`src/hdl/vscr_pkg.sv`:
```
package vscr_pkg;

  // register offsets on the serial control port
  localparam logic [7:0] ADDR_HS_MODES  = 8'h00;
  localparam logic [7:0] ADDR_AUX_MODES = 8'h01;
  localparam logic [7:0] ADDR_RX_SET    = 8'h10;
  localparam logic [7:0] ADDR_PT_LOW    = 8'h11;
  localparam logic [7:0] ADDR_PT_HIGH   = 8'h12;
  localparam logic [7:0] ADDR_EQ_LOW    = 8'h13;
  localparam logic [7:0] ADDR_EQ_HIGH   = 8'h14;
  localparam logic [7:0] ADDR_TX_SET    = 8'h20;

  // reset values
  localparam logic [7:0] RST_HS_MODES  = 8'h40;
  localparam logic [7:0] RST_AUX_MODES = 8'h40;
  localparam logic [7:0] RST_RX_SET    = 8'h01;
  localparam logic [7:0] RST_PT        = 8'h00;
  localparam logic [7:0] RST_EQ        = 8'h00;
  localparam logic [7:0] RST_TX_SET    = 8'h03;

  // writable bits; the rest read as zero
  localparam logic [7:0] MODES_MASK  = 8'h43;
  localparam logic [7:0] RX_SET_MASK = 8'h01;
  localparam logic [7:0] TX_SET_MASK = 8'h0f;

  // field positions inside the registers
  localparam int ENABLE_BIT = 6;
  localparam int SEL_LSB    = 0;
  localparam int TERM_BIT   = 0;
  localparam int OUTPUT_CURRENT_HIGH_BIT = 0;
  localparam int TX_OTO_BIT = 1;
  localparam int OUTPUT_PREEMPH_LEVEL_LSB  = 2;

  // field positions inside the synchronised strap vector
  localparam int STRAP_W       = 8;
  localparam int STRAP_OCL     = 0;
  localparam int STRAP_OTO     = 1;
  localparam int STRAP_PE_LSB  = 2;
  localparam int STRAP_EQ      = 4;
  localparam int STRAP_SRC_LSB = 5;
  localparam int STRAP_EN      = 7;

  // channel count and termination pulse timing
  localparam int NUM_CH        = 16;
  localparam int PULSE_TIME_MS = 100;
  localparam int CLK_FREQ_KHZ  = 250000;
  localparam int PULSE_CYCLES  = PULSE_TIME_MS * CLK_FREQ_KHZ;
  localparam int PULSE_CNT_W   = 32;

  typedef struct packed {
    logic [STRAP_W-1:0]     sync1;
    logic [STRAP_W-1:0]     sync2;
    logic                   owned;
    logic [7:0]             hs_modes;
    logic [7:0]             aux_modes;
    logic [7:0]             rx_set;
    logic [7:0]             pt_low;
    logic [7:0]             pt_high;
    logic [7:0]             eq_low;
    logic [7:0]             eq_high;
    logic [7:0]             tx_set;
    logic [1:0]             prev_src;
    logic [PULSE_CNT_W-1:0] pulse_cnt;
    logic [NUM_CH-1:0]      term_on;
    logic [7:0]             rdata;
    logic                   rvalid;
  } vscr_state_s;

  localparam vscr_state_s STATE_RESET = '{
    sync1:     8'h00,
    sync2:     8'h00,
    owned:     1'b0,
    hs_modes:  RST_HS_MODES,
    aux_modes: RST_AUX_MODES,
    rx_set:    RST_RX_SET,
    pt_low:    RST_PT,
    pt_high:   RST_PT,
    eq_low:    RST_EQ,
    eq_high:   RST_EQ,
    tx_set:    RST_TX_SET,
    prev_src:  2'h0,
    pulse_cnt: 32'h0000_0000,
    term_on:   16'hffff,
    rdata:     8'h00,
    rvalid:    1'b0
  };

endpackage

```
`src/hdl/vscr_config_regs.sv`:
```
`timescale 1ns/10ps
// How it works
// RULE_01 - aux source select codes 00..11 route aux source A..D to common port.
// RULE_02 - input term enable 0 turns input terminations off; 1 on, pulse-gated.
// RULE_03 - masked channels lose termination for 100 ms on a source switch.
// RULE_04 - pulse mask bits: B0-3, A0-3, then C3..C0, D3..D0.
// RULE_05 - each equalization bit: 0 gives 6 dB, 1 gives 12 dB.
// RULE_06 - equalization bits use the same channel order as the pulse mask.
// RULE_07 - two-bit pre-emphasis for all outputs: 0, 2, 4 or 6 dB.
// RULE_08 - output termination bit turns all output terminations off or on.
// RULE_09 - output current bit selects 10 mA or 20 mA for all outputs.
// RULE_10 - in parallel mode registers follow the strap pins directly.
// RULE_11 - straps rule only until first serial access; then serial owns registers.
// RULE_12 - parallel mode: aux enable reads 1, aux select follows hs straps.
// RULE_13 - parallel mode forces both pulse mask bytes to zero.
// RULE_14 - parallel mode copies the equalization strap into all sixteen bits.
// RULE_15 - parallel mode fixes input termination enable on.
// RULE_16 - hs enable 0 puts high speed channels in standby; 1 turns them on.
// RULE_17 - hs source select codes 00..11 route source A..D to the output.
// RULE_18 - pulse counter starts on each hs source change, restarts on another.
module vscr_config_regs #(
  parameter int unsigned PULSE_CYCLES = vscr_pkg::PULSE_CYCLES
) (
  // clock and reset
  input  wire logic        clk_sys_in,
  input  wire logic        resetn_in,
  // serial control register port (deframed, same clock)
  input  wire logic        reg_wr_en_in,
  input  wire logic        reg_rd_en_in,
  input  wire logic [7:0]  reg_addr_in,
  input  wire logic [7:0]  reg_wdata_in,
  output logic      [7:0]  reg_rdata_out,
  output logic             reg_rvalid_out,
  // strap pins, asynchronous
  input  wire logic        strap_hs_enable_in,
  input  wire logic [1:0]  strap_source_select_in,
  input  wire logic        strap_eq_high_in,
  input  wire logic [1:0]  strap_preemph_pins_in,
  input  wire logic        strap_output_term_in,
  input  wire logic        strap_output_current_in,
  // controls to the analog paths
  output logic             parallel_mode_out,
  output logic             hs_channel_enable_out,
  output logic      [1:0]  hs_source_select_out,
  output logic             aux_enable_out,
  output logic      [1:0]  aux_source_select_out,
  output logic             input_term_enable_out,
  output logic      [15:0] input_term_pulse_mask_out,
  output logic      [15:0] input_term_on_out,
  output logic      [15:0] input_eq_high_out,
  output logic      [1:0]  output_preemph_level_out,
  output logic             output_term_enable_out,
  output logic             output_current_high_out
);

  vscr_pkg::vscr_state_s s_reg;
  vscr_pkg::vscr_state_s s_next;
  logic [vscr_pkg::STRAP_W-1:0] strap_vec;
  logic [vscr_pkg::PULSE_CNT_W-1:0] pulse_load;
  logic                  reg_access;
  logic [vscr_pkg::NUM_CH-1:0] pulse_mask_next;
  logic                  pulse_active_next;

  // strap pins gathered in the order of the strap field positions
  assign strap_vec = {strap_hs_enable_in, strap_source_select_in,
                      strap_eq_high_in, strap_preemph_pins_in,
                      strap_output_term_in, strap_output_current_in};
  assign pulse_load = vscr_pkg::PULSE_CNT_W'(PULSE_CYCLES);
  assign reg_access = reg_wr_en_in | reg_rd_en_in;

  // next-state logic for the whole block
  always_comb
  begin
    s_next        = s_reg;
    // two-stage synchroniser; only sync2 is read below
    s_next.sync1  = strap_vec;
    s_next.sync2  = s_reg.sync1;
    s_next.rvalid = 1'b0;

    // parallel mode: registers mirror the straps every cycle
    if (!s_reg.owned)
    begin
      s_next.hs_modes = 8'h00;
      s_next.hs_modes[vscr_pkg::ENABLE_BIT] =
        s_reg.sync2[vscr_pkg::STRAP_EN];                          // RULE_10
      s_next.hs_modes[vscr_pkg::SEL_LSB +: 2] =
        s_reg.sync2[vscr_pkg::STRAP_SRC_LSB +: 2];                // RULE_10
      s_next.aux_modes = 8'h00;
      s_next.aux_modes[vscr_pkg::ENABLE_BIT] = 1'b1;              // RULE_12
      s_next.aux_modes[vscr_pkg::SEL_LSB +: 2] =
        s_reg.sync2[vscr_pkg::STRAP_SRC_LSB +: 2];                // RULE_12
      s_next.rx_set = 8'h00;
      s_next.rx_set[vscr_pkg::TERM_BIT] = 1'b1;                   // RULE_15
      s_next.pt_low  = 8'h00;                                     // RULE_13
      s_next.pt_high = 8'h00;                                     // RULE_13
      s_next.eq_low  = {8{s_reg.sync2[vscr_pkg::STRAP_EQ]}};      // RULE_14
      s_next.eq_high = {8{s_reg.sync2[vscr_pkg::STRAP_EQ]}};      // RULE_14
      s_next.tx_set = 8'h00;
      s_next.tx_set[vscr_pkg::OUTPUT_PREEMPH_LEVEL_LSB +: 2] =
        s_reg.sync2[vscr_pkg::STRAP_PE_LSB +: 2];                 // RULE_10
      s_next.tx_set[vscr_pkg::TX_OTO_BIT] =
        s_reg.sync2[vscr_pkg::STRAP_OTO];                         // RULE_10
      s_next.tx_set[vscr_pkg::OUTPUT_CURRENT_HIGH_BIT] =
        s_reg.sync2[vscr_pkg::STRAP_OCL];                         // RULE_10
    end

    // any serial access hands the registers to the host for good
    if (reg_access)
    begin
      s_next.owned = 1'b1;                                        // RULE_11
    end

    // reads return the value held before this cycle's write
    if (reg_rd_en_in)
    begin
      s_next.rvalid = 1'b1;
      case (reg_addr_in)
        vscr_pkg::ADDR_HS_MODES:  s_next.rdata = s_reg.hs_modes;
        vscr_pkg::ADDR_AUX_MODES: s_next.rdata = s_reg.aux_modes;
        vscr_pkg::ADDR_RX_SET:    s_next.rdata = s_reg.rx_set;
        vscr_pkg::ADDR_PT_LOW:    s_next.rdata = s_reg.pt_low;
        vscr_pkg::ADDR_PT_HIGH:   s_next.rdata = s_reg.pt_high;
        vscr_pkg::ADDR_EQ_LOW:    s_next.rdata = s_reg.eq_low;
        vscr_pkg::ADDR_EQ_HIGH:   s_next.rdata = s_reg.eq_high;
        vscr_pkg::ADDR_TX_SET:    s_next.rdata = s_reg.tx_set;
        default:                  s_next.rdata = 8'h00;
      endcase
    end

    // writes land on top of the strap snapshot taken this cycle
    if (reg_wr_en_in)
    begin
      case (reg_addr_in)
        vscr_pkg::ADDR_HS_MODES:
          s_next.hs_modes = reg_wdata_in & vscr_pkg::MODES_MASK;  // RULE_17
        vscr_pkg::ADDR_AUX_MODES:
          s_next.aux_modes = reg_wdata_in & vscr_pkg::MODES_MASK; // RULE_01
        vscr_pkg::ADDR_RX_SET:
          s_next.rx_set = reg_wdata_in & vscr_pkg::RX_SET_MASK;   // RULE_02
        vscr_pkg::ADDR_PT_LOW:    s_next.pt_low  = reg_wdata_in;  // RULE_04
        vscr_pkg::ADDR_PT_HIGH:   s_next.pt_high = reg_wdata_in;  // RULE_04
        vscr_pkg::ADDR_EQ_LOW:    s_next.eq_low  = reg_wdata_in;  // RULE_06
        vscr_pkg::ADDR_EQ_HIGH:   s_next.eq_high = reg_wdata_in;  // RULE_06
        vscr_pkg::ADDR_TX_SET:
          s_next.tx_set = reg_wdata_in & vscr_pkg::TX_SET_MASK;   // RULE_07
        default:
          s_next.owned = 1'b1; // unmapped writes are dropped
      endcase
    end

    // termination pulse timer, restarted by every source change
    s_next.prev_src = s_next.hs_modes[vscr_pkg::SEL_LSB +: 2];
    if (s_next.prev_src != s_reg.prev_src)
    begin
      s_next.pulse_cnt = pulse_load;                              // RULE_18
    end
    else if (s_reg.pulse_cnt != '0)
    begin
      s_next.pulse_cnt = s_reg.pulse_cnt - 1'b1;                  // RULE_03
    end

    // per-channel termination: enable gated by mask while pulsing
    pulse_mask_next   = {s_next.pt_high, s_next.pt_low};
    pulse_active_next = (s_next.pulse_cnt != '0);
    if (s_next.rx_set[vscr_pkg::TERM_BIT])
    begin
      s_next.term_on = ~(pulse_mask_next &
                         {vscr_pkg::NUM_CH{pulse_active_next}});  // RULE_03
    end
    else
    begin
      s_next.term_on = '0;                                        // RULE_02
    end
  end

  // single state register; reset loads constants only
  always_ff @(posedge clk_sys_in or negedge resetn_in)
  begin
    if (!resetn_in)
    begin
      s_reg <= vscr_pkg::STATE_RESET;
    end
    else
    begin
      s_reg <= s_next;
    end
  end

  // outputs straight from the state flip-flops
  assign reg_rdata_out             = s_reg.rdata;
  assign reg_rvalid_out            = s_reg.rvalid;
  assign parallel_mode_out         = ~s_reg.owned;
  assign hs_channel_enable_out     =
    s_reg.hs_modes[vscr_pkg::ENABLE_BIT];                         // RULE_16
  assign hs_source_select_out      =
    s_reg.hs_modes[vscr_pkg::SEL_LSB +: 2];                       // RULE_17
  assign aux_enable_out            = s_reg.aux_modes[vscr_pkg::ENABLE_BIT];
  assign aux_source_select_out     =
    s_reg.aux_modes[vscr_pkg::SEL_LSB +: 2];                      // RULE_01
  assign input_term_enable_out     = s_reg.rx_set[vscr_pkg::TERM_BIT];
  assign input_term_pulse_mask_out = {s_reg.pt_high, s_reg.pt_low};
  assign input_term_on_out         = s_reg.term_on;
  assign input_eq_high_out         =
    {s_reg.eq_high, s_reg.eq_low};                                // RULE_05
  assign output_preemph_level_out  =
    s_reg.tx_set[vscr_pkg::OUTPUT_PREEMPH_LEVEL_LSB +: 2];                       // RULE_07
  assign output_term_enable_out    =
    s_reg.tx_set[vscr_pkg::TX_OTO_BIT];                           // RULE_08
  assign output_current_high_out   =
    s_reg.tx_set[vscr_pkg::OUTPUT_CURRENT_HIGH_BIT];                           // RULE_09
endmodule

```
`config.mk`:
```
export PLATFORM = sky130hd
export DESIGN_NAME = vscr_config_regs
export DESIGN_NICKNAME = d
export VERILOG_FILES = /design/src/hdl/vscr_pkg.sv /design/src/hdl/vscr_config_regs.sv
export SDC_FILE = /design/constraint.sdc
export NUM_CORES = 1
export LEC_CHECK = 0
export BUFFER_PORTS_ARGS = -buffer_cell sky130_fd_sc_hd__buf_2
export CAP_MARGIN = 25
export CORE_MARGIN = 8
export CORE_UTILIZATION = 58
export CTS_CLUSTER_SIZE = 10
export DETAILED_ROUTE_END_ITERATION = 6
export PLACE_DENSITY = 0.81
export SYNTH_ARGS = -nofsm -noshare
export SYNTH_HDL_FRONTEND = slang
export SYNTH_SLANG_ARGS = --single-unit
export TNS_END_PERCENT = 100
```
`constraint.sdc`:
```
create_clock -name clk_sys_in -period 4.25 [get_ports clk_sys_in]
set_input_delay 0.2125 -clock clk_sys_in [delete_from_list [all_inputs] [get_ports clk_sys_in]]
set_output_delay 0.2125 -clock clk_sys_in [all_outputs]
set_load 0.01 [all_outputs]
```
==> impl_results.html <==
<table>
<tr><th>Metric</th><th>Value</th></tr>
<tr><th colspan="2">Synthesis</th></tr>
<tr><td>Syn Std Cell Area</td><td>roughly 0.0069 mm²</td></tr>
<tr><td>Biggest area consumer among synthesized cells</td><td>sky130_fd_sc_hd__dfrtp_1</td></tr>
<tr><td>EDFF count, synth</td><td>0</td></tr>
<tr><td>Yosys warns</td><td>0</td></tr>
<tr><td>Proportion of register bits with asynchronous set or reset after synthesis</td><td>100%</td></tr>
<tr><td>Total nets after synthesis</td><td>740</td></tr>
<tr><td>Number of distinct library cells after synthesis</td><td>61</td></tr>
<tr><td>Gate count of the mapped netlist</td><td>about 700</td></tr>
<tr><td>Sequential cell area fraction in the yosys report</td><td>around 50%</td></tr>
<tr><td>Top area cells in the synthesized netlist</td><td>sky130_fd_sc_hd__dfrtp_1 42%, sky130_fd_sc_hd__dfstp_2 8.0%, sky130_fd_sc_hd__buf_4 6.8%</td></tr>
<tr><td>Number of register bits inferred by synthesis</td><td>approximately 140</td></tr>
<tr><td>Commonest cells in the netlist</td><td>117 x sky130_fd_sc_hd__dfrtp_1, 69 x sky130_fd_sc_hd__nor2_1, 63 x sky130_fd_sc_hd__buf_4, 55 x sky130_fd_sc_hd__a21oi_1, 54 x sky130_fd_sc_hd__nand2_1</td></tr>
<tr><td>Leading register cell type out of synthesis</td><td>sky130_fd_sc_hd__dfrtp_1</td></tr>
<tr><td>Portion of synthesized cell area occupied by the leading cell type</td><td>between 40% and 50%</td></tr>
<tr><td>Dominant cell by count in the synthesized netlist</td><td>sky130_fd_sc_hd__dfrtp_1</td></tr>
<tr><td>Syn avg cell area</td><td>between 9 and 10 µm²</td></tr>
<tr><th colspan="2">Place</th></tr>
<tr><td>Detail Placement HPWL</td><td>13100 µm</td></tr>
<tr><td>Port bufs</td><td>96</td></tr>
<tr><td>Routability Congestion</td><td>roughly 0.96</td></tr>
<tr><td>Pre-CTS WS</td><td>slightly above 0.5 ns</td></tr>
<tr><td>Placed inst area</td><td>between 0.007 and 0.008 mm²</td></tr>
<tr><th colspan="2">Layout</th></tr>
<tr><td>Final design area excluding fillers</td><td>just under 0.008 mm²</td></tr>
<tr><td>Share of cells above drive strength 1</td><td>25.1%</td></tr>
<tr><td>Filler instances</td><td>a little over 900</td></tr>
<tr><td>Flip-flop count of the largest register after layout</td><td>between 60 and 70</td></tr>
<tr><td>Area of the multi-input gates</td><td>approximately 0.0027 mm²</td></tr>
<tr><td>Area delta synth-&gt;final</td><td>12.5%</td></tr>
<tr><td>Sequential Area</td><td>roughly 0.0035 mm²</td></tr>
<tr><td>Number of nets in the layout</td><td>a little under 800</td></tr>
<tr><th colspan="2">Global route</th></tr>
<tr><td>Grt ovf</td><td>0</td></tr>
<tr><td>Vias in the first global route</td><td>5549</td></tr>
<tr><td>Largest net degree at the start of global routing</td><td>109</td></tr>
<tr><td>Wire length of the first global-routing pass</td><td>around 29000 µm</td></tr>
<tr><td>Total routing usage reported by global routing</td><td>a little under a quarter</td></tr>
<tr><td>Initial antenna violation count</td><td>0</td></tr>
<tr><th colspan="2">Setup path</th></tr>
<tr><td>Worst Path Max Fanout</td><td>16</td></tr>
<tr><td>Crit path kind</td><td>flop to flop</td></tr>
<tr><td>Kind of end point of the critical path</td><td>flop</td></tr>
<tr><td>Arr. time, crit path</td><td>about 4.1 ns</td></tr>
<tr><td>Required @ worst endpoint</td><td>roughly 4.6 ns</td></tr>
<tr><td>Startpoint class of the critical path</td><td>flop</td></tr>
<tr><th colspan="2">Job</th></tr>
<tr><td>Max cap viols</td><td>0</td></tr>
<tr><th colspan="2">Floorplan</th></tr>
<tr><td>Die Wd</td><td>between 100 and 150 µm</td></tr>
<tr><td>Core region area</td><td>between 0.01 and 0.015 mm²</td></tr>
<tr><td>Core Rows</td><td>40</td></tr>
<tr><td>Height of the die</td><td>between 100 and 150 µm</td></tr>
<tr><td># IOs</td><td>97</td></tr>
<tr><td>Die Area</td><td>0.0157 mm²</td></tr>
<tr><td>Starting density of the core</td><td>approximately three fifths</td></tr>
<tr><th colspan="2">STA</th></tr>
<tr><td>Achievable clock frequency</td><td>approximately 260 MHz</td></tr>
<tr><td>Measured slew at the worst slew-check pin</td><td>roughly 0.79 ns</td></tr>
<tr><td>Final Hold Fails</td><td>0</td></tr>
<tr><td>Final Skew</td><td>0.00589 ns</td></tr>
<tr><td>Max-slew headroom</td><td>between 40% and 50%</td></tr>
<tr><td>Smallest setup slack after layout</td><td>between 0.4 and 0.5 ns</td></tr>
<tr><td>Sum of negative setup slack</td><td>0 ns</td></tr>
<tr><td>Number of pins exceeding their max-slew limit in the final report</td><td>0</td></tr>
<tr><td>RSZ-0062 raised after global routing</td><td>false</td></tr>
<tr><td>Final critical-path share of the clock period</td><td>about nine tenths</td></tr>
<tr><td>Final setup violation count</td><td>0</td></tr>
<tr><td>Min Clock Period, post-route</td><td>roughly 3.8 ns</td></tr>
<tr><th colspan="2">Routing</th></tr>
<tr><td>TritonRoute pass-1 iters</td><td>6</td></tr>
<tr><td>Antenna-violating nets left</td><td>0</td></tr>
<tr><td>Routed wire length per instance</td><td>20.2 µm</td></tr>
<tr><td>Detailed-route DRC error count</td><td>0</td></tr>
<tr><td>Total via count in the routed design</td><td>roughly 5600</td></tr>
<tr><td>Routed wire length</td><td>roughly 18000 µm</td></tr>
<tr><td>Detailed-route vias per instance</td><td>6.13</td></tr>
<tr><td>Iter 0 DRT Violations</td><td>roughly 570</td></tr>
<tr><th colspan="2">Clock tree</th></tr>
<tr><td>Number of H-tree levels</td><td>4</td></tr>
<tr><td>Buffer levels on the longest clock path</td><td>2</td></tr>
<tr><td>Source-to-sink clock delay at the later pin of the worst-skew pair</td><td>about 0.42 ns</td></tr>
<tr><td># hold bufs at CTS</td><td>10</td></tr>
<tr><td>Post-CTS Setup Bufs</td><td>0</td></tr>
<tr><td>Clock-pin slew on the worst setup and hold paths</td><td>approximately 0.06 ns</td></tr>
<tr><td>CTS buffer count</td><td>17</td></tr>
<tr><td>Clock root buffer</td><td>sky130_fd_sc_hd__clkbuf_16</td></tr>
<tr><td>TritonCTS clock tree</td><td>yes</td></tr>
<tr><td>Post-CTS sizing</td><td>0</td></tr>
<tr><td>TritonCTS sink count</td><td>~140</td></tr>
<tr><th colspan="2">Worst hold path</th></tr>
<tr><td>Tightest Hold Check Type</td><td>input port to flop</td></tr>
<tr><th colspan="2">Power</th></tr>
<tr><td>Power density over the cells</td><td>~460 mW/mm²</td></tr>
<tr><td>Leakage power of the design</td><td>between 3 and 4 nW</td></tr>
<tr><td>Total Power</td><td>approximately 3.6 mW</td></tr>
<tr><td>VDD IR max</td><td>roughly 290 µV</td></tr>
<tr><th colspan="2">Run status</th></tr>
<tr><td>Run status</td><td>complete, no violations</td></tr>
</table>
==> final cells by class <==
type	instances	area share, %
Clock inverter	14	2.20
Multi-Input combinational cell	449	35.2
Tap cell	147	2.36
Timing Repair Buffer	116	8.76
Antenna cell	1	0.0321
Inverter	23	1.11
Sequential cell	138	44.7
Clock buffer	18	5.64
==> worst max-delay path, stage by stage, from the launching register on <==
cell	delay, ns
sky130_fd_sc_hd__dfrtp_1	0.48
sky130_fd_sc_hd__or4_4	0.57
sky130_fd_sc_hd__nor4_1	0.71
sky130_fd_sc_hd__o211ai_1	0.22
sky130_fd_sc_hd__xnor2_1	0.20
sky130_fd_sc_hd__nor4_1	0.31
sky130_fd_sc_hd__nand4_1	0.15
sky130_fd_sc_hd__or4b_1	0.89
sky130_fd_sc_hd__nand2_1	0.18
==> metrics by stage <==
step           hold WS, ns  utilization (%)  instances
2_1_floorplan      -0.0831                -        710
4_1_cts             0.0908             65.6        903
6_report             0.101             65.9        906
5_1_grt              0.113             65.9        905
3_3_place_gp         0.320             59.6        861
3_5_place_dp         0.323             59.6        861
==> per-layer routing <==
layer / wire length, µm / up-vias / share of wire, % / track usage [%]
met4: 689 / 0 / 3.8 / 12.5
met5: 0 / - / 0 / 0
met3: 1520 / 51 / 8.3 / 7.05
met2: 9010 / 273 / 49 / 38.3
met1: 7070 / 2698 / 39 / 27.4
li1: - / 2533 / - / -
==> cells by family (layout without fill, tap and decap cells) <==
| logic type | after synthesis | count (layout) | synth area share, % |
|---|---|---|---|
| adder cells (fa/ha/maj) | 2 | 2 | 0.362 |
| AO/OA/AOI/OAI | 154 | 154 | 14.3 |
| buffers and inverters | 123 | 171 | 10.2 |
| flip-flops | 138 | 138 | 50.3 |
| AND/OR/NAND/NOR | 258 | 258 | 20.0 |
| other | 0 | 1 | 0 |
| XOR/XNOR | 18 | 18 | 2.28 |
| multiplexers | 17 | 17 | 2.48 |
==> worst paths after layout <==
check | from | end | slack (ns) | cells past startpoint
max in group asynchronous | resetn_in | input_term_on_out[10] | 2.98 | 4
hold / removal | reg_wdata_in[7] | input_term_pulse_mask_out[15] | 0.10 | 3
hold reg to reg | s_next[126] | s_reg[126] | 0.35 | 0
setup reg to reg | s_reg[27] | input_term_on_out[15] | 0.46 | 8
setup / recovery | s_reg[27] | input_term_on_out[15] | 0.46 | 8
min in group asynchronous | resetn_in | reg_rdata_out[4] | 0.14 | 2
==> power breakdown <==
part | switching [mW] | total (mW) | leakage, nW | internal [mW]
sequential | 0.108 | 1.53 | 1.64 | 1.42
clock | 0.569 | 1.51 | 0.281 | 0.937
combinational | 0.347 | 0.580 | 1.48 | 0.233
==> cells in the final DEF, fill, tap and decap left out, types with 10 or more instances in the layout <==
cell type,n
sky130_fd_sc_hd__clkbuf_16,17
sky130_fd_sc_hd__nand2_1,54
sky130_fd_sc_hd__dlygate4sd3_1,10
sky130_fd_sc_hd__o211ai_1,17
sky130_fd_sc_hd__nor4_1,13
sky130_fd_sc_hd__nor3_1,14
sky130_fd_sc_hd__and3_1,27
sky130_fd_sc_hd__and2_1,12
sky130_fd_sc_hd__nand3_1,12
sky130_fd_sc_hd__dfrtp_1,116
sky130_fd_sc_hd__dfstp_2,21
sky130_fd_sc_hd__nand2_2,10
sky130_fd_sc_hd__a21oi_1,55
sky130_fd_sc_hd__mux2i_1,16
sky130_fd_sc_hd__buf_2,95
sky130_fd_sc_hd__nor2_1,69
sky130_fd_sc_hd__inv_1,23
sky130_fd_sc_hd__o21ai_0,21
(Power assumes the default switching activity.)
